**src/common/adc_ctrl_defs.svh**
```systemverilog
// Purpose: Offsets, field positions, reset values and timing counts
// Assumes: 10 MHz sys_clk, Avalon-MM byte addresses, one word per register
// Notes: Included by its bare name
`ifndef ADC_CTRL_DEFS_SVH
`define ADC_CTRL_DEFS_SVH

`define OFS_MODE 5'h00
`define OFS_CHAN 5'h04
`define OFS_PIN 5'h08
`define OFS_RESULT 5'h0c
`define OFS_RESULT_HI 5'h10
`define OFS_IRQ_STAT 5'h14
`define OFS_IRQ_MASK 5'h18
`define OFS_STATUS 5'h1c

`define MODE_START_BIT 7
`define MODE_CMP_EN_BIT 0
`define MODE_TIME_LSB 1
`define MODE_TIME_MSB 5
`define CHAN_W 2
`define PIN_W 3
`define RESULT_W 10

`define MODE_RST 8'h00
`define CHAN_RST 2'h0
`define PIN_RST 3'h0
`define MASK_RST 2'h0

`define IRQ_END_BIT 0
`define IRQ_DROP_BIT 1

`define CLK_MHZ 10
`define START_GAP_NS 1000
`define START_GAP_CYC ((`START_GAP_NS * `CLK_MHZ + 999) / 1000)

`endif

```
**src/common/adc_ctrl_pkg.sv**
```systemverilog
// Purpose: Types shared by the converter control logic
// Assumes: Nothing beyond the defs header
// Notes: Sequencer state codes are written out
package adc_ctrl_pkg;
  typedef enum logic [1:0] {
    ST_IDLE = 2'b00,
    ST_SETTLE = 2'b01,
    ST_SAMPLE = 2'b10,
    ST_CONVERT = 2'b11
  } seq_state_t;
endpackage : adc_ctrl_pkg

```
**src/verilog/adc_sequencing_control.sv**
```systemverilog
// Purpose: Register, wait and sequencing control of a 10-bit SAR converter
// Assumes: Comparator output is asynchronous; stop_mode is on sys_clk
// Notes: Software reaches the registers over Avalon-MM with waitrequest
`timescale 1ns/1ps
`include "adc_ctrl_defs.svh"
`default_nettype none

module adc_sequencing_control
  import adc_ctrl_pkg::*;
#(
  parameter int SETTLE_STEPS = 2,
  parameter int SAMPLE_STEPS = 4
) (
  input wire logic sys_clk,
  input wire logic rst_n,
  input wire logic [4:0] avs_address,
  input wire logic avs_read,
  input wire logic avs_write,
  input wire logic [31:0] avs_writedata,
  input wire logic [3:0] avs_byteenable,
  output logic [31:0] avs_readdata,
  output logic avs_waitrequest,
  input wire logic stop_mode,
  input wire logic comparator_in,
  output logic [9:0] dac_code,
  output logic sample_hold,
  output logic comparator_enable_bit,
  output logic [1:0] channel_select,
  output logic [2:0] analog_pin_config,
  output logic conversion_end_interrupt,
  output logic irq
);

  localparam int N_STEPS = SAMPLE_STEPS + `RESULT_W;

  function automatic logic is_result(input logic [4:0] a);
    is_result = (a == `OFS_RESULT) || (a == `OFS_RESULT_HI);
  endfunction : is_result

  function automatic logic is_cfg(input logic [4:0] a);
    is_cfg = (a == `OFS_MODE) || (a == `OFS_CHAN) || (a == `OFS_PIN);
  endfunction : is_cfg

  function automatic logic [9:0] onehot(input logic [3:0] b);
    onehot = 10'h001 << b;
  endfunction : onehot

  logic [7:0] converter_mode_q;
  logic [1:0] channel_select_q;
  logic [2:0] pin_config_q;
  logic [9:0] result_q, pend_data_q, sar_q, sar_d, res_new, dac_q;
  logic pend_q, wait_q, wcnt_q, cmp_meta_q, cmp_s_q, end_q, irq_q, sh_q;
  logic [1:0] stat_q, mask_q, stat_set, stat_clr;
  logic [31:0] rdata_q;
  logic [5:0] div_q;
  logic [3:0] step_q, step_d, bit_q, bit_d;
  logic [7:0] gap_q;
  seq_state_t state_q, state_d;
  logic eoc;

  wire req = avs_read | avs_write;
  wire need_wait = (avs_read & is_result(avs_address)) |
                   (avs_write & is_cfg(avs_address));
  wire acc = req & ~wait_q;
  wire wr_acc = acc & avs_write & avs_byteenable[0];
  wire wr_cfg_acc = wr_acc & is_cfg(avs_address);
  wire rd_stat_acc = acc & avs_read & (avs_address == `OFS_IRQ_STAT);
  wire rd_res_pend = avs_read & is_result(avs_address);
  wire conv_start = converter_mode_q[`MODE_START_BIT];
  wire [5:0] step_m1 = {1'b0, converter_mode_q[`MODE_TIME_MSB:`MODE_TIME_LSB]};
  wire tick = (div_q >= step_m1);
  wire eoc_ok = eoc & ~wr_cfg_acc & ~stop_mode;
  wire warm = (gap_q >= 8'(`START_GAP_CYC));
  wire busy = (state_q != ST_IDLE);
  wire [31:0] rd_mux =
    (avs_address == `OFS_MODE) ? {24'h0, converter_mode_q} :
    (avs_address == `OFS_CHAN) ? {30'h0, channel_select_q} :
    (avs_address == `OFS_PIN) ? {29'h0, pin_config_q} :
    (avs_address == `OFS_RESULT) ? {22'h0, result_q} :
    (avs_address == `OFS_RESULT_HI) ? {24'h0, result_q[9:2]} :
    (avs_address == `OFS_IRQ_STAT) ? {30'h0, stat_q} :
    (avs_address == `OFS_IRQ_MASK) ? {30'h0, mask_q} :
    (avs_address == `OFS_STATUS) ? {30'h0, warm, busy} : 32'h0;

  assign stat_set = {eoc & wr_cfg_acc, eoc_ok};
  assign stat_clr = rd_stat_acc ? 2'h3 : 2'h0;

  // Bus handshake: one wait state always, one more on waited accesses
  always_ff @(posedge sys_clk) begin
    if (!rst_n) begin
      wait_q <= 1'b1;
      wcnt_q <= 1'b0;
      rdata_q <= 32'h0;
    end else if (!wait_q) begin
      wait_q <= 1'b1;
    end else if (req && (wcnt_q == need_wait)) begin
      wait_q <= 1'b0;
      wcnt_q <= 1'b0;
      rdata_q <= rd_mux;
    end else if (req) begin
      wcnt_q <= 1'b1;
    end
  end

  // Upper bits are not stored, so they read back as zero
  always_ff @(posedge sys_clk) begin
    if (!rst_n) begin
      converter_mode_q <= `MODE_RST;
      channel_select_q <= `CHAN_RST;
      pin_config_q <= `PIN_RST;
      mask_q <= `MASK_RST;
    end else if (wr_acc) begin
      if (avs_address == `OFS_MODE)
        converter_mode_q <= avs_writedata[7:0];
      if (avs_address == `OFS_CHAN)
        channel_select_q <= avs_writedata[`CHAN_W-1:0];
      if (avs_address == `OFS_PIN)
        pin_config_q <= avs_writedata[`PIN_W-1:0];
      if (avs_address == `OFS_IRQ_MASK)
        mask_q <= avs_writedata[1:0];
    end
  end

  // Set wins over the read-clear
  always_ff @(posedge sys_clk) begin
    if (!rst_n) begin
      stat_q <= 2'h0;
      irq_q <= 1'b0;
    end else begin
      stat_q <= (stat_q & ~stat_clr) | stat_set;
      irq_q <= |(((stat_q & ~stat_clr) | stat_set) & mask_q);
    end
  end

  // Comparator settling time seen by software as the warm flag
  always_ff @(posedge sys_clk) begin
    if (!rst_n)
      gap_q <= 8'h00;
    else if (!converter_mode_q[`MODE_CMP_EN_BIT])
      gap_q <= 8'h00;
    else if (!warm)
      gap_q <= gap_q + 8'h01;
  end

  always_ff @(posedge sys_clk) begin
    if (!rst_n) begin
      cmp_meta_q <= 1'b0;
      cmp_s_q <= 1'b0;
    end else begin
      cmp_meta_q <= comparator_in;
      cmp_s_q <= cmp_meta_q;
    end
  end

  always_comb begin
    state_d = state_q;
    step_d = step_q;
    bit_d = bit_q;
    sar_d = sar_q;
    res_new = sar_q;
    eoc = 1'b0;
    case (state_q)
      ST_IDLE: begin
        state_d = ST_SETTLE;
        step_d = 4'h0;
      end
      ST_SETTLE: begin
        if (tick && (step_q == 4'(SETTLE_STEPS - 1))) begin
          state_d = ST_SAMPLE;
          step_d = 4'h0;
        end else if (tick) begin
          step_d = step_q + 4'h1;
        end
      end
      ST_SAMPLE: begin
        if (tick && (step_q == 4'(SAMPLE_STEPS - 1))) begin
          state_d = ST_CONVERT;
          bit_d = 4'h9;
          sar_d = 10'h000;
        end else if (tick) begin
          step_d = step_q + 4'h1;
        end
      end
      ST_CONVERT: begin
        if (tick) begin
          sar_d = sar_q | (cmp_s_q ? onehot(bit_q) : 10'h000);
          if (bit_q == 4'h0) begin
            eoc = 1'b1;
            res_new = sar_d;
            state_d = ST_SAMPLE;
            step_d = 4'h0;
          end else begin
            bit_d = bit_q - 4'h1;
          end
        end
      end
      default: state_d = ST_IDLE;
    endcase
    // Config writes restart the sequence; stop halts it
    if (stop_mode || !conv_start || wr_cfg_acc)
      state_d = ST_IDLE;
  end

  always_ff @(posedge sys_clk) begin
    if (!rst_n) begin
      state_q <= ST_IDLE;
      step_q <= 4'h0;
      bit_q <= 4'h0;
      sar_q <= 10'h000;
      div_q <= 6'h00;
    end else begin
      state_q <= state_d;
      step_q <= step_d;
      bit_q <= bit_d;
      sar_q <= sar_d;
      div_q <= (state_q == ST_IDLE || tick) ? 6'h00 : div_q + 6'h01;
    end
  end

  // A pending result waits out a result read in flight
  always_ff @(posedge sys_clk) begin
    if (!rst_n) begin
      result_q <= 10'h000;
      pend_q <= 1'b0;
      pend_data_q <= 10'h000;
    end else if (eoc_ok && rd_res_pend) begin
      pend_q <= 1'b1;
      pend_data_q <= res_new;
    end else if (eoc_ok) begin
      result_q <= res_new;
      pend_q <= 1'b0;
    end else if (pend_q && !rd_res_pend) begin
      result_q <= pend_data_q;
      pend_q <= 1'b0;
    end
  end

  always_ff @(posedge sys_clk) begin
    if (!rst_n) begin
      end_q <= 1'b0;
      dac_q <= 10'h000;
      sh_q <= 1'b0;
    end else begin
      end_q <= eoc_ok;
      dac_q <= (state_d == ST_CONVERT) ? (sar_d | onehot(bit_d)) : 10'h000;
      sh_q <= (state_d == ST_SAMPLE);
    end
  end

  assign avs_readdata = rdata_q;
  assign avs_waitrequest = wait_q;
  assign dac_code = dac_q;
  assign sample_hold = sh_q;
  assign comparator_enable_bit = converter_mode_q[`MODE_CMP_EN_BIT];
  assign channel_select = channel_select_q;
  assign analog_pin_config = pin_config_q;
  assign conversion_end_interrupt = end_q;
  assign irq = irq_q;

  // Cycles since the sample phase began
  logic [15:0] conv_cyc_q;
  always_ff @(posedge sys_clk) begin
    if (!rst_n)
      conv_cyc_q <= 16'h0000;
    else if (state_d == ST_SAMPLE && state_q != ST_SAMPLE)
      conv_cyc_q <= 16'h0001;
    else
      conv_cyc_q <= conv_cyc_q + 16'h0001;
  end

  result_wait_a: assert property (@(posedge sys_clk) disable iff (!rst_n)
    acc && avs_read && is_result(avs_address) |->
      $past(req && wait_q, 1) && $past(req && wait_q, 2))
    else $error("Result read without wait cycle");

  chan_wait_a: assert property (@(posedge sys_clk) disable iff (!rst_n)
    acc && avs_write && avs_address == `OFS_CHAN |->
      $past(req && wait_q, 1) && $past(req && wait_q, 2))
    else $error("Channel write without wait cycle");

  pin_wait_a: assert property (@(posedge sys_clk) disable iff (!rst_n)
    acc && avs_write && avs_address == `OFS_PIN |->
      $past(req && wait_q, 1) && $past(req && wait_q, 2))
    else $error("Pin config write without wait cycle");

  conv_time_a: assert property (@(posedge sys_clk) disable iff (!rst_n)
    eoc |-> conv_cyc_q == 16'(N_STEPS * (int'(step_m1) + 1)))
    else $error("Conversion time mismatch");

  read_first_a: assert property (@(posedge sys_clk) disable iff (!rst_n)
    rd_res_pend |=> $stable(result_q))
    else $error("Result changed during result read");

  write_wins_a: assert property (@(posedge sys_clk) disable iff (!rst_n)
    eoc && wr_cfg_acc && !pend_q |=> $stable(result_q) && !end_q)
    else $error("Result stored despite config write");

  stop_halt_a: assert property (@(posedge sys_clk) disable iff (!rst_n)
    stop_mode |=> state_q == ST_IDLE && !sh_q)
    else $error("Converter running in stop mode");

  cfg_restart_a: assert property (@(posedge sys_clk) disable iff (!rst_n)
    wr_cfg_acc |=> state_q == ST_IDLE)
    else $error("Config write did not restart sequence");

  start_seq_a: assert property (@(posedge sys_clk) disable iff (!rst_n)
    state_q == ST_IDLE && conv_start && !stop_mode && !wr_cfg_acc
      |=> state_q == ST_SETTLE)
    else $error("Start bit did not begin sequence");

endmodule : adc_sequencing_control

`default_nettype wire
```
**config.mk**
```make
export PLATFORM = sky130hd
export DESIGN_NAME = adc_sequencing_control
export DESIGN_NICKNAME = d
export VERILOG_FILES = /design/src/common/adc_ctrl_pkg.sv /design/src/verilog/adc_sequencing_control.sv
export VERILOG_INCLUDE_DIRS = /design/src /design/src/common
export SDC_FILE = /design/constraint.sdc
export NUM_CORES = 1
export LEC_CHECK = 0
export ABC_AREA = 1
export BUFFER_PORTS_ARGS = -buffer_cell sky130_fd_sc_hd__clkbuf_2
export CORE_MARGIN = 3
export CORE_UTILIZATION = 56
export DETAILED_ROUTE_END_ITERATION = 10
export PLACE_DENSITY = 0.81
export SYNTH_ARGS = -nofsm -noshare
export SYNTH_HDL_FRONTEND = slang
export SYNTH_SLANG_ARGS = --single-unit
```
**constraint.sdc**
```tcl
create_clock -name sys_clk -period 2.86 [get_ports sys_clk]
set_clock_uncertainty 0.2 [all_clocks]
set_input_delay 0.286 -clock sys_clk [delete_from_list [all_inputs] [get_ports sys_clk]]
set_output_delay 0.286 -clock sys_clk [all_outputs]
set_load 0.005 [all_outputs]
```
[Word-level counts from Yosys, hierarchy flattened]
Cells that the tools add are included.
W data, S select, Z words.
Storage, ports and cells
  register bits after elaboration: 121
  output and inout bits: 52
Cells by class
  $add $sub $neg: 4
  order comparisons: 2
  equality and inequality tests: 18
  shift operators: 2
  mux-type cells: 43
  bitwise operators: 24
  reductions and logical operators: 33
Operators by type and width (number)
  $mux W10: 12
  $mux W4: 8
  $eq A5 B5 Y1 const B: 4
  $or A10 B10 Y10: 2
  $pmux W10 S2: 1
  $reduce_and A2 Y1: 10
  $shl A1 B4 Y10 const A: 2
  $mux W2: 9
  $pmux W4 S4: 1
  $and A1 B1 Y1: 11
  $eq A5 B4 Y1 const B: 2
  $mux W1: 9
  $add A8 B1 Y8 const B: 1
  $eq A2 B2 Y1 const B: 4
  $ge A8 B4 Y1 const B: 1
  $mux W8: 1
  $pmux W2 S4: 1
  $pmux W4 S2: 1
  $add A6 B1 Y6 const B: 1
  $ge A6 B5 Y1: 1
  $logic_or A1 B1 Y1: 6
  $ne A2 B2 Y1 const B: 3
  $reduce_bool A2 Y1: 3
  $eq A5 B3 Y1 const B: 1
  other kinds (19): 31

[Longest topological paths before layout]
Gate-level depths: netlist of run 1.
  depth after elaboration: 11
  gate-level depth with buffers: 16

[Worst setup path before layout of run 1]
Ideal clock, no wire load.
  kind: register -> register
  start point: register converter_mode_q[5]
  end point: register result_q[5]
  setup time: 117 ps
  data arrival time: 1849 ps
  path slack: 695 ps
  stages on the path, launching flop included: 15
  buffers on the path: 1
  cells stage by stage: dfxtp_1 inv_1 ha_1 inv_1 nor2_2 nand2_2 nand3_4 nand3_4 nor2_8 inv_4 nand2_8 nand2_4 buf_6 nor3_1 nor2_1
On the way
  cells in the longest elaborated chain, start to end: 8
RTL lines
  from (decl): RTL line adc_sequencing_control.sv:48  | logic [7:0] converter_mode_q;
  from (signal assigned): RTL line adc_sequencing_control.sv:108  | converter_mode_q <= `MODE_RST;
  from (signal assigned): RTL line adc_sequencing_control.sv:114  | converter_mode_q <= avs_writedata[7:0];
  $ge A6 B5 Y1 (*): RTL line adc_sequencing_control.sv:71  | wire tick = (div_q >= step_m1);
  $mux W1: RTL line adc_sequencing_control.sv:185  | if (tick) begin
  $mux W1: RTL line adc_sequencing_control.sv:162  | case (state_q)
  $and A1 B1 Y1 (2 in a row): RTL line adc_sequencing_control.sv:72  | wire eoc_ok = eoc & ~wr_cfg_acc & ~stop_mode;
  $logic_and A1 B1 Y1: RTL line adc_sequencing_control.sv:226  | end else if (eoc_ok && rd_res_pend) begin
  $not A1 Y1 (no source line)
  $reduce_and A2 Y1 (no source line)
  to (signal assigned): RTL line adc_sequencing_control.sv:230  | result_q <= res_new;
  to (signal assigned): RTL line adc_sequencing_control.sv:233  | result_q <= pend_data_q;
  to (decl): RTL line adc_sequencing_control.sv:51  | logic [9:0] result_q, pend_data_q, sar_q, sar_d, res_new, dac_q;
Every way passes the cells marked *; elsewhere a longest branch is shown, timed or not.
A chain may end at the register's enable or synchronous reset.

[Worst setup path after layout of run 1]
  start point: register converter_mode_q[4]
  end point: register step_q[0]
On the way
  cells in the longest elaborated chain, start to end: 4
RTL lines
  $ge A6 B5 Y1 (*): RTL line adc_sequencing_control.sv:71
  $mux W4, or another cell as far along (2 in a row)
  $pmux W4 S4 or $reduce_and A3 Y1 (tied branches)
  to (signal assigned): RTL line adc_sequencing_control.sv:213  | step_q <= step_d;
  to (decl): RTL line adc_sequencing_control.sv:56  | logic [3:0] step_q, step_d, bit_q, bit_d;
Every way passes the cells marked *; elsewhere a longest branch is shown, timed or not. The select of a mux whose other input is x is not followed.

==> results.cfg, run 1 <==
[setup_path]
reg2reg_slack_ns = 0.26
endpoint_kind = flop
cp.buffers_inverters = 2
critPathMaxFanout = 16
cp_slowest_cell = dfxtp_1
cp.required_ns = 2.91
crit_top_cell = nand2_1
crit_path_start_kind = flop
rr_worst_depth = 12
critPathKind = reg2reg
cpPeakStageDelay_ns = 0.34
reg2reg_to = step_q[0]
crit_family = simple AND/OR/NAND/NOR gates
crit_chain = inv_1 -> ha_1 -> nand2_1 -> nand2_1 -> a21oi_4 -> nand3_4 -> nand2_2 -> inv_1 -> a21oi_2 -> nand2_1 -> xor2_1 -> nor2_1
regToRegStartpoint = converter_mode_q[4]
cp.arrival_ns = 2.66

[global_routing]
grt_first_pass_wirelength_mm = 19.02
grt_util_met1 = 0.2903
grt-ovfl-total = 0
globalRouteMet3Util = 0.04369
antenna_found_initial = 0
grt_pass1_vias = 4206
grt_max_degree = 31
globalRouteMet2Util = 0.3823
grt_busiest_layer = met2
track_usage = 0.2253

[outcome]
status = complete, no violations

[drt]
drc = 0
drt_iter0_drc = 178
firstDrtPassIters = 5
avgRoutedWirePerCell_um = 13.00
vias_per_cell = 5.257
ant_nets = 0
num_vias = 4642
drt_wl_total_mm = 11.48

[clock_tree]
cts.clk_slew.worst_paths_ns = 0.10
cts_setup_buffers = 0
cts_sinks = 99
htree_num_levels = 3
clock_latency_ns = 0.36
cts_root_buf = clkbuf_8
tritoncts = yes
ctsLongestPathBuffers = 2
cts_buffers = 9

[pwr]
p_leak_nw = 2.485
power.density_nw_per_um2 = 428.3
ir_worst_vdd_v = 0.0001985

[die]
core_area_um2 = 8891
die_w_um = 102.4
die-area_um2 = 10490
placementRows = 34
io_pins = 99
die_h_um = 102.4
start_util = 0.5854

[timing]
max_freq_mhz = 383.9
setup_tns_ns = 0
worst_pin_slew_ns = 0.5087
fin_crit_sh = 0.9107
rsz0062_at_grt = no
setup_viol = 0
period_needed_ns = 2.605
timing.hold.ws_ns = 0.003093
hold_violations = 0
report.final.slew_viol_count = 0
relSlewSlack = 0.6609

[finish]
fin_cells = 883
finish.net_count = 837
postLayoutCellArea_um2 = 5638
diodes = 0
fill_cells = 781
syn2layout_area_growth_pct = 8.317
drive_above_1_share = 0.1471

[synthesis]
synth_area_um2 = 5205
yosysSeqAreaShare = 0.3808
synth_top_area_frac = 0.3808
ys_warn_count = 0
syn_avg_cell_area_um2 = 7.189
yosys-top-cells-area = dfxtp_1, nand2_1, inv_1
ys_types = 48
ys_ff_latch = 99
synth_largest_area_cell = dfxtp_1
synth_cells = 724

[placed_design]
dp_hpwl_mm = 8.775
port_buffers = 49
dpl_cell_area_um2 = 5414
placed_cells = 865
gp_congestion = 0.9320

[hold_path]
hp-class = in2reg
min_from = avs_writedata[3]
min_delay_path_depth = 3
hold_end = converter_mode_q[3]

[job]
cap_violations = 0
## cells in the mapped netlist (all sizes together)
cell    count
nand2     139
inv       106
dfxtp      99
nor2       97
nand3      55
a21oi      52
o21ai      51
buf        35
ha         20
nor3       16
nand4      12
clkbuf      8
nor2b       4
o22ai       4
o31ai       4
xor2        4
a211oi      3
a31oi       3
nor3b       2
nor4        2
a221oi      1
a22oi       1
and3        1
conb        1
o211ai      1
o21bai      1
or2         1
or3         1
## per-stage QoR
stage          setup WS, ns  total power (W)    util
6_report             0.2554         0.002415  0.6341
5_1_grt             0.03171         0.002502  0.6341
4_1_cts              0.2686         0.002431  0.6341
3_5_place_dp         0.2967         0.001525  0.6089
3_3_place_gp         0.3853         0.001521  0.6089
2_1_floorplan        0.6946         0.001514       -
## placed cells by master (no fill, tap or decap), types with 2 or more instances in the layout
master and n:
nand2_1 125, inv_1 100, dfxtp_1 99, nor2_1 88
a21oi_1 49, clkbuf_2 49, nand3_1 48, o21ai_0 47
conb_1 22, ha_1 20, nor3_1 16, nand2_2 11
nand4_1 10, clkbuf_8 10, nor2_2 6, buf_4 6
inv_2 5, nand3_2 5, xor2_1 4, o21ai_1 4
nor2b_1 4, o22ai_1 4, a31oi_1 3, o31ai_1 3
nor2_4 2, nand3_4 2, a21oi_2 2, nand2_4 2
nor4_1 2, a211oi_1 2, nor3b_1 2, clkinv_4 2
clkinvlp_4 2, dlygate4sd3_1 2
## tightest hold or removal path, delay by kind of cell
family,cells,cell delay (ns)
compound gates,2,0.18
buf+inv,1,0.07
## power by group
group	switching, W	total, W	internal, W
Clock	0.000486	0.000918	0.000432
Sequential	0.00000380	0.00139	0.00138
Combinational	0.0000801	0.000110	0.0000299
## how the worst max path moves through the flow
stage	from	endpoint	cells after the start
final	converter_mode_q[4]	step_q[0]	12
after global placement	converter_mode_q[5]	step_q[0]	12
after global routing	converter_mode_q[5]	step_q[2]	13
after detailed placement	converter_mode_q[4]	step_q[0]	12
after CTS	converter_mode_q[4]	step_q[0]	12
after floorplan	converter_mode_q[5]	result_q[5]	14
## sequential cells by signal (all words and copies together) (netlist names)
register                  flops
channel_select                2
bit_q                         4
stat_q                        2
cmp_meta_q                    1
pend_data_q                  10
analog_pin_config             3
state_q                       2
cmp_s_q                       1
avs_waitrequest               1
step_q                        4
mask_q                        2
irq                           1
result_q                     10
converter_mode_q              8
div_q                         6
avs_readdata                 10
sample_hold                   1
sar_q                        10
wcnt_q                        1
pend_q                        1
gap_q                         8
conversion_end_interrupt      1
dac_code                     10
## timing repair
action / in CTS / in global routing
resized for setup: 0 / 0
hold buffers: 2 / 0
endpoints found under the hold margin: 2 / 0
## final cells by class
cell class | count | area, µm² | share of cell area
inverters | 106 | 400.4 | 0.07102
clock buffers | 11 | 141.4 | 0.02508
multi-input cells | 497 | 2606 | 0.4623
repair buffers | 57 | 310.3 | 0.05504
flip-flops and latches | 99 | 1982 | 0.3515
well taps | 108 | 135.1 | 0.02397
clock inverters | 5 | 62.56 | 0.01110
## routing by layer
metal  vias up  wire [µm]
met5         -          0
met4         0        222
met3        23        584
met2       138       5588
met1      2112       5081
li1       2369          -
## cells by family (layout without fill, tap and decap cells)
kind of cell | count (synthesis) | after routing | synth area share
simple gates | 330 | 330 | 0.3010
buf+inv | 149 | 179 | 0.1337
compound gates | 121 | 121 | 0.1291
flops | 99 | 99 | 0.3808
fa+ha+maj | 20 | 20 | 0.04808
xor+xnor | 4 | 4 | 0.006730
other cells | 1 | 22 | 0.0007205
Power figures use the tool's default switching activity.
==> run 2: changes to the inputs <==
Settings changed: ABC_AREA 1 to default, BUFFER_PORTS_ARGS -buffer_cell sky130_fd_sc_hd__clkbuf_2 to -buffer_cell sky130_fd_sc_hd__buf_2, CORE_UTILIZATION 56 to 55, PLACE_DENSITY 0.81 to 0.8.
==> results.cfg, run 2 <==
[pwr]
power.density_nw_per_um2 = 468.8
pwr-share-comb = 0.058
intPower_w = 0.002028
pwr-share-clk = 0.401
seq_power_share = 0.540
p_sw_w = 0.0005617
switching_share = 0.2169
p_leak_nw = 2.229
ir_worst_vdd_v = 0.0003198

[clock_tree]
cts.clk_slew.worst_paths_ns = 0.10
cts_sinks = 99
cts_root_buf = clkbuf_8
tritoncts = yes
clock_latency_ns = 0.36
ctsLongestPathBuffers = 2
htree_num_levels = 3
cts_buffers = 9

[synthesis]
async_reset_ff_frac = 0
syn_avg_cell_area_um2 = 9.230
yosys-top-cells-area = dfxtp_1, nor2_1, ha_1
ys_ff_latch = 99
synth_most_common_cell = dfxtp_1
synth_area_um2 = 4947
synth_cells = 536
synth_largest_area_cell = dfxtp_1
synthFlopType = dfxtp_1
yosysSeqAreaShare = 0.4006
ys_warn_count = 0
ys_types = 68
synth_commonest_cells = dfxtp_1, nor2_1, nand2_1
synth_top_area_frac = 0.4006
synth-edff-count = 0

[hold_path]
hold_end = channel_select[0]
hp-class = in2reg
min_from = avs_writedata[0]
min_delay_path_depth = 3

[timing]
period_needed_ns = 2.670
relSlewSlack = 0.5534
report.final.slew_viol_count = 0
setup_tns_ns = 0
timing.hold.ws_ns = 0.02342
rsz0062_at_grt = no
worst_pin_slew_ns = 0.6638
max_freq_mhz = 374.5
hold_violations = 0
fin_crit_sh = 0.9337
setup_viol = 0

[setup_path]
crit_top_cell = buf_4
cp_slowest_cell = dfxtp_1
cp.arrival_ns = 2.75
critPathKind = reg2reg
critPathMaxFanout = 11
cpPeakStageDelay_ns = 0.42
crit_path_start_kind = flop
cp.required_ns = 2.94
endpoint_kind = flop
crit_chain = inv_1 -> ha_1 -> nor4_2 -> o21ai_0 -> buf_4 -> a41o_1 -> a22oi_1 -> buf_4 -> nand2_1 -> o22ai_1
reg2reg_slack_ns = 0.19
rr_worst_depth = 10
reg2reg_to = dac_code[7]
regToRegStartpoint = converter_mode_q[4]

[global_routing]
grt_pass1_vias = 3778
grt_max_degree = 29
grt_first_pass_wirelength_mm = 17.67
antenna_found_initial = 0
track_usage = 0.2159
grt-ovfl-total = 0

[drt]
ant_nets = 0
vias_per_cell = 5.755
firstDrtPassIters = 5
avgRoutedWirePerCell_um = 15.48
drt_iter0_drc = 271
drt_wl_total_mm = 10.79
drc = 0
num_vias = 4011

[die]
die-area_um2 = 10170
core_area_um2 = 8464
die_h_um = 100.8
die_w_um = 100.8
start_util = 0.5845
io_pins = 99
placementRows = 33

[finish]
drive_above_1_share = 0.1875
fin_util = 0.6526
diodes = 0
layout_commonest_cell = dfxtp_1
final_cell_mix = dfxtp_1, nor2_1, buf_2
syn2layout_area_growth_pct = 11.66
finish.net_count = 655

[placed_design]
dp_hpwl_mm = 7.906
gp_congestion = 0.8819
port_buffers = 49

[job]
cap_violations = 0

[outcome]
status = complete, no violations
-- run 2: changes by cell type in the layout (fill, tap and decap cells not counted), moves of 36 or more --
cell	delta
inv_1	-85
o21ai_0	-36
buf_2	+49
clkbuf_2	-49
nand3_1	-37
nand2_1	-97
-- run 2: layout make-up --
class	instances	area (µm²)
tap	105	131.4
clock buffer	9	123.9
multi-input combinational	391	2669
fill	698	2940
inverter	16	60.06
sequential	99	1982
timing repair buffer	71	442.9
clock inverter	6	115.1
-- run 2: metal layers --
layer	part of all wire	GRT usage	wire length (µm)	up-vias
li1	-	-	-	1980
met1	0.45	0.2821	4842	1886
met2	0.48	0.3570	5157	131
met3	0.058	0.04429	628	14
met4	0.015	0.06943	163	0
met5	0	0	0	-
-- run 2: timing repair --
action | CTS | global route
endpoints found under the setup margin | 0 | 11
hold endpoints to repair | 8 | 0
hold buffers | 8 | 0
gates resized for setup | 0 | 1
buffers inserted | 0 | 1
-- run 2: power groups by stage --
stage	clock network [W]	registers, W	logic [W]
floorplan	0	0.00143	0.000119
global placement	0	0.00143	0.000139
detailed placement	0	0.00143	0.000142
CTS	0.00106	0.00140	0.000151
global route	0.00111	0.00140	0.000169
finish	0.00104	0.00140	0.000151
-- run 2: critical path, delay by kind of cell, from the launching register on --
kind / cells / cell delay [ns]
AO/OA/AOI/OAI: 4 / 0.78
adder cells (fa/ha/maj): 1 / 0.22
buffers and inverters: 3 / 0.43
flip-flops: 1 / 0.42
AND/OR/NAND/NOR: 2 / 0.53
-- run 2: logic make-up (layout without fill, tap and decap cells) --
group / after synthesis / in the layout / share of synthesized area
buffers and inverters: 67 / 102 / 0.07714
AO/OA/AOI/OAI: 120 / 120 / 0.1945
adder cells (fa/ha/maj): 20 / 20 / 0.05058
other: 1 / 22 / 0.0007580
multiplexers: 26 / 26 / 0.05817
XOR/XNOR: 9 / 9 / 0.01593
AND/OR/NAND/NOR: 194 / 194 / 0.2023
flip-flops: 99 / 99 / 0.4006
-- run 2: worst max-delay path by stage --
| stage | to | startpoint | cells after the start | slack [ns] |
|---|---|---|---|---|
| 6_report | dac_code[7] | converter_mode_q[4] | 10 | 0.19 |
| 5_1_grt | dac_code[7] | converter_mode_q[4] | 10 | 0.04 |
| 4_1_cts | dac_code[4] | converter_mode_q[4] | 10 | 0.14 |
| 3_5_place_dp | dac_code[4] | converter_mode_q[5] | 10 | 0.18 |
| 3_3_place_gp | dac_code[4] | converter_mode_q[5] | 10 | 0.26 |
| 2_1_floorplan | dac_code[3] | converter_mode_q[4] | 9 | 0.53 |
-- run 2: stage by stage --
stage / instances / worst slack [ns] / instance area [µm²] / power (W)
floorplan: 557 / 0.5308 / 5026 / 0.001550
global placement: 673 / 0.2552 / 5191 / 0.001570
detailed placement: 673 / 0.1812 / 5191 / 0.001575
CTS: 696 / 0.1382 / 5510 / 0.002614
global route: 697 / 0.04385 / 5524 / 0.002677
finish: 697 / 0.1896 / 5524 / 0.002590
==> run 3: changes to the inputs <==
==> constraint.sdc (replaced) <==
create_clock -name sys_clk -period 2.86 [get_ports sys_clk]
set_clock_uncertainty 0.2 [all_clocks]
set_input_delay 0.858 -clock sys_clk [delete_from_list [all_inputs] [get_ports sys_clk]]
set_output_delay 0.858 -clock sys_clk [all_outputs]
set_load 0.005 [all_outputs]
==> results.cfg, run 3 (synthesis gave the netlist of run 2 again) <==
[finish]
multi_input_area_um2 = 2670
seq_area_um2 = 1982
diodes = 0
drive_above_1_share = 0.2130
fin_cells = 706
fill_cells = 700
finish.net_count = 663
layout_commonest_cell = dfxtp_1
final_cell_mix = dfxtp_1, nor2_1, buf_2
syn2layout_area_growth_pct = 12.80

[timing]
fin_crit_sh = 0.9484
hold_violations = 0
max_freq_mhz = 368.7
report.final.slew_viol_count = 0
rsz0062_at_grt = yes
setup_tns_ns = 0
setup_viol = 0
relSlewSlack = 0.6549
period_needed_ns = 2.712
setup_slack_ns = 0.1476
worst_pin_slew_ns = 0.5169

[global_routing]
grt_max_degree = 24
grt_first_pass_wirelength_mm = 18.24
track_usage = 0.2217
antenna_found_initial = 0
grt-ovfl-total = 0
grt_pass1_vias = 3877

[die]
die_w_um = 100.8
start_util = 0.5845
core_area_um2 = 8464
io_pins = 99
die_h_um = 100.8
placementRows = 33
die-area_um2 = 10170

[clock_tree]
htree_num_levels = 3
cts_root_buf = clkbuf_8
cts_buffers = 9
ctsLongestPathBuffers = 2
cts_setup_buffers = 0
cts_hold_buf = 0
clock_latency_ns = 0.35
tritoncts = yes
cts_sinks = 99
ctsResizeCount = 0
cts.clk_slew.worst_paths_ns = 0.09

[setup_path]
endpoint_kind = flop
cpPeakStageDelay_ns = 0.44
cp.arrival_ns = 2.79
critPathMaxFanout = 5
cp.required_ns = 2.94
reg2reg_slack_ns = 0.15
crit_chain = inv_1 -> ha_1 -> nor4_2 -> o21ai_0 -> buf_4 -> a41o_1 -> a22oi_1 -> buf_4 -> nand4bb_1 -> o22ai_1
crit_path_start_kind = flop
regToRegStartpoint = converter_mode_q[5]
reg2reg_to = dac_code[0]
crit_top_cell = buf_4
rr_worst_depth = 10
critPathKind = reg2reg
cp_slowest_cell = dfxtp_1

[placed_design]
port_buffers = 49
placed_cells = 690
gp_congestion = 0.8567
place_ws_ns = 0.02126
dp_hpwl_mm = 8.205

[drt]
drt_iter0_drc = 176
drt_wl_total_mm = 11.11
vias_per_cell = 5.783
num_vias = 4083
firstDrtPassIters = 4
ant_nets = 0
avgRoutedWirePerCell_um = 15.73
drc = 0

[outcome]
status = complete, no violations

[pwr]
power.density_nw_per_um2 = 466.9
p_leak_nw = 2.278
ir_worst_vdd_v = 0.0002896

[hold_path]
min_delay_path_depth = 2
hp-class = reg2reg
hold_end = avs_readdata[8]
min_from = avs_readdata[8]

[job]
cap_violations = 0
run 3: power by group:
group          switching (W)  internal, W  leakage [nW]  total [W]
Sequential        0.00000883      0.00139         0.799    0.00140
Combinational      0.0000939    0.0000604          1.37   0.000154
Clock               0.000469     0.000583         0.113    0.00105
Total               0.000572      0.00203          2.28    0.00261
run 3: worst max path at each step:
stage / from / end / slack, ns / cells past startpoint
global placement: avs_address[3] / avs_readdata[8] / 0.06 / 9
global route: converter_mode_q[5] / dac_code[3] / -0.003 / 10
detailed placement: avs_address[3] / avs_readdata[7] / 0.02 / 9
floorplan: avs_address[2] / pend_data_q[8] / 0.07 / 8
finish: converter_mode_q[5] / dac_code[0] / 0.15 / 10
CTS: converter_mode_q[5] / dac_code[0] / 0.07 / 10
run 3: routing by layer:
metal | up-vias | track usage | part of all wire
met3 | 9 | 0.04983 | 0.053
met5 | - | 0 | 0
met1 | 1955 | 0.2765 | 0.44
li1 | 2001 | - | -
met4 | 0 | 0.04974 | 0.011
met2 | 118 | 0.3894 | 0.49
run 3: metrics by stage:
step                      total power [W]  area [µm²]  hold WS [ns]    util
after floorplan                  0.001550        5026        0.2119       -
after global placement           0.001580        5331        0.2470  0.6299
after detailed placement         0.001584        5331        0.2552  0.6299
after CTS                        0.002623        5573        0.2749  0.6584
after global routing             0.002700        5580        0.2883  0.6593
final                            0.002606        5580        0.2687  0.6593
run 3: final cells by class:
type / instances / share of cell area
repair buffers: 79 / 0.08879
clock buffers: 10 / 0.02287
clock inverters: 6 / 0.02040
multi-input cells: 391 / 0.4785
inverters: 16 / 0.01076
flip-flops and latches: 99 / 0.3552
well taps: 105 / 0.02354
run 3: critical path, delay by kind of cell, from the launching register on:
family	cells	cell delay [ns]
AOI/OAI and AO/OA	4	0.85
adders and majority gates	1	0.22
buffers and inverters	3	0.44
DFF	1	0.44
and+or+nand+nor	2	0.50
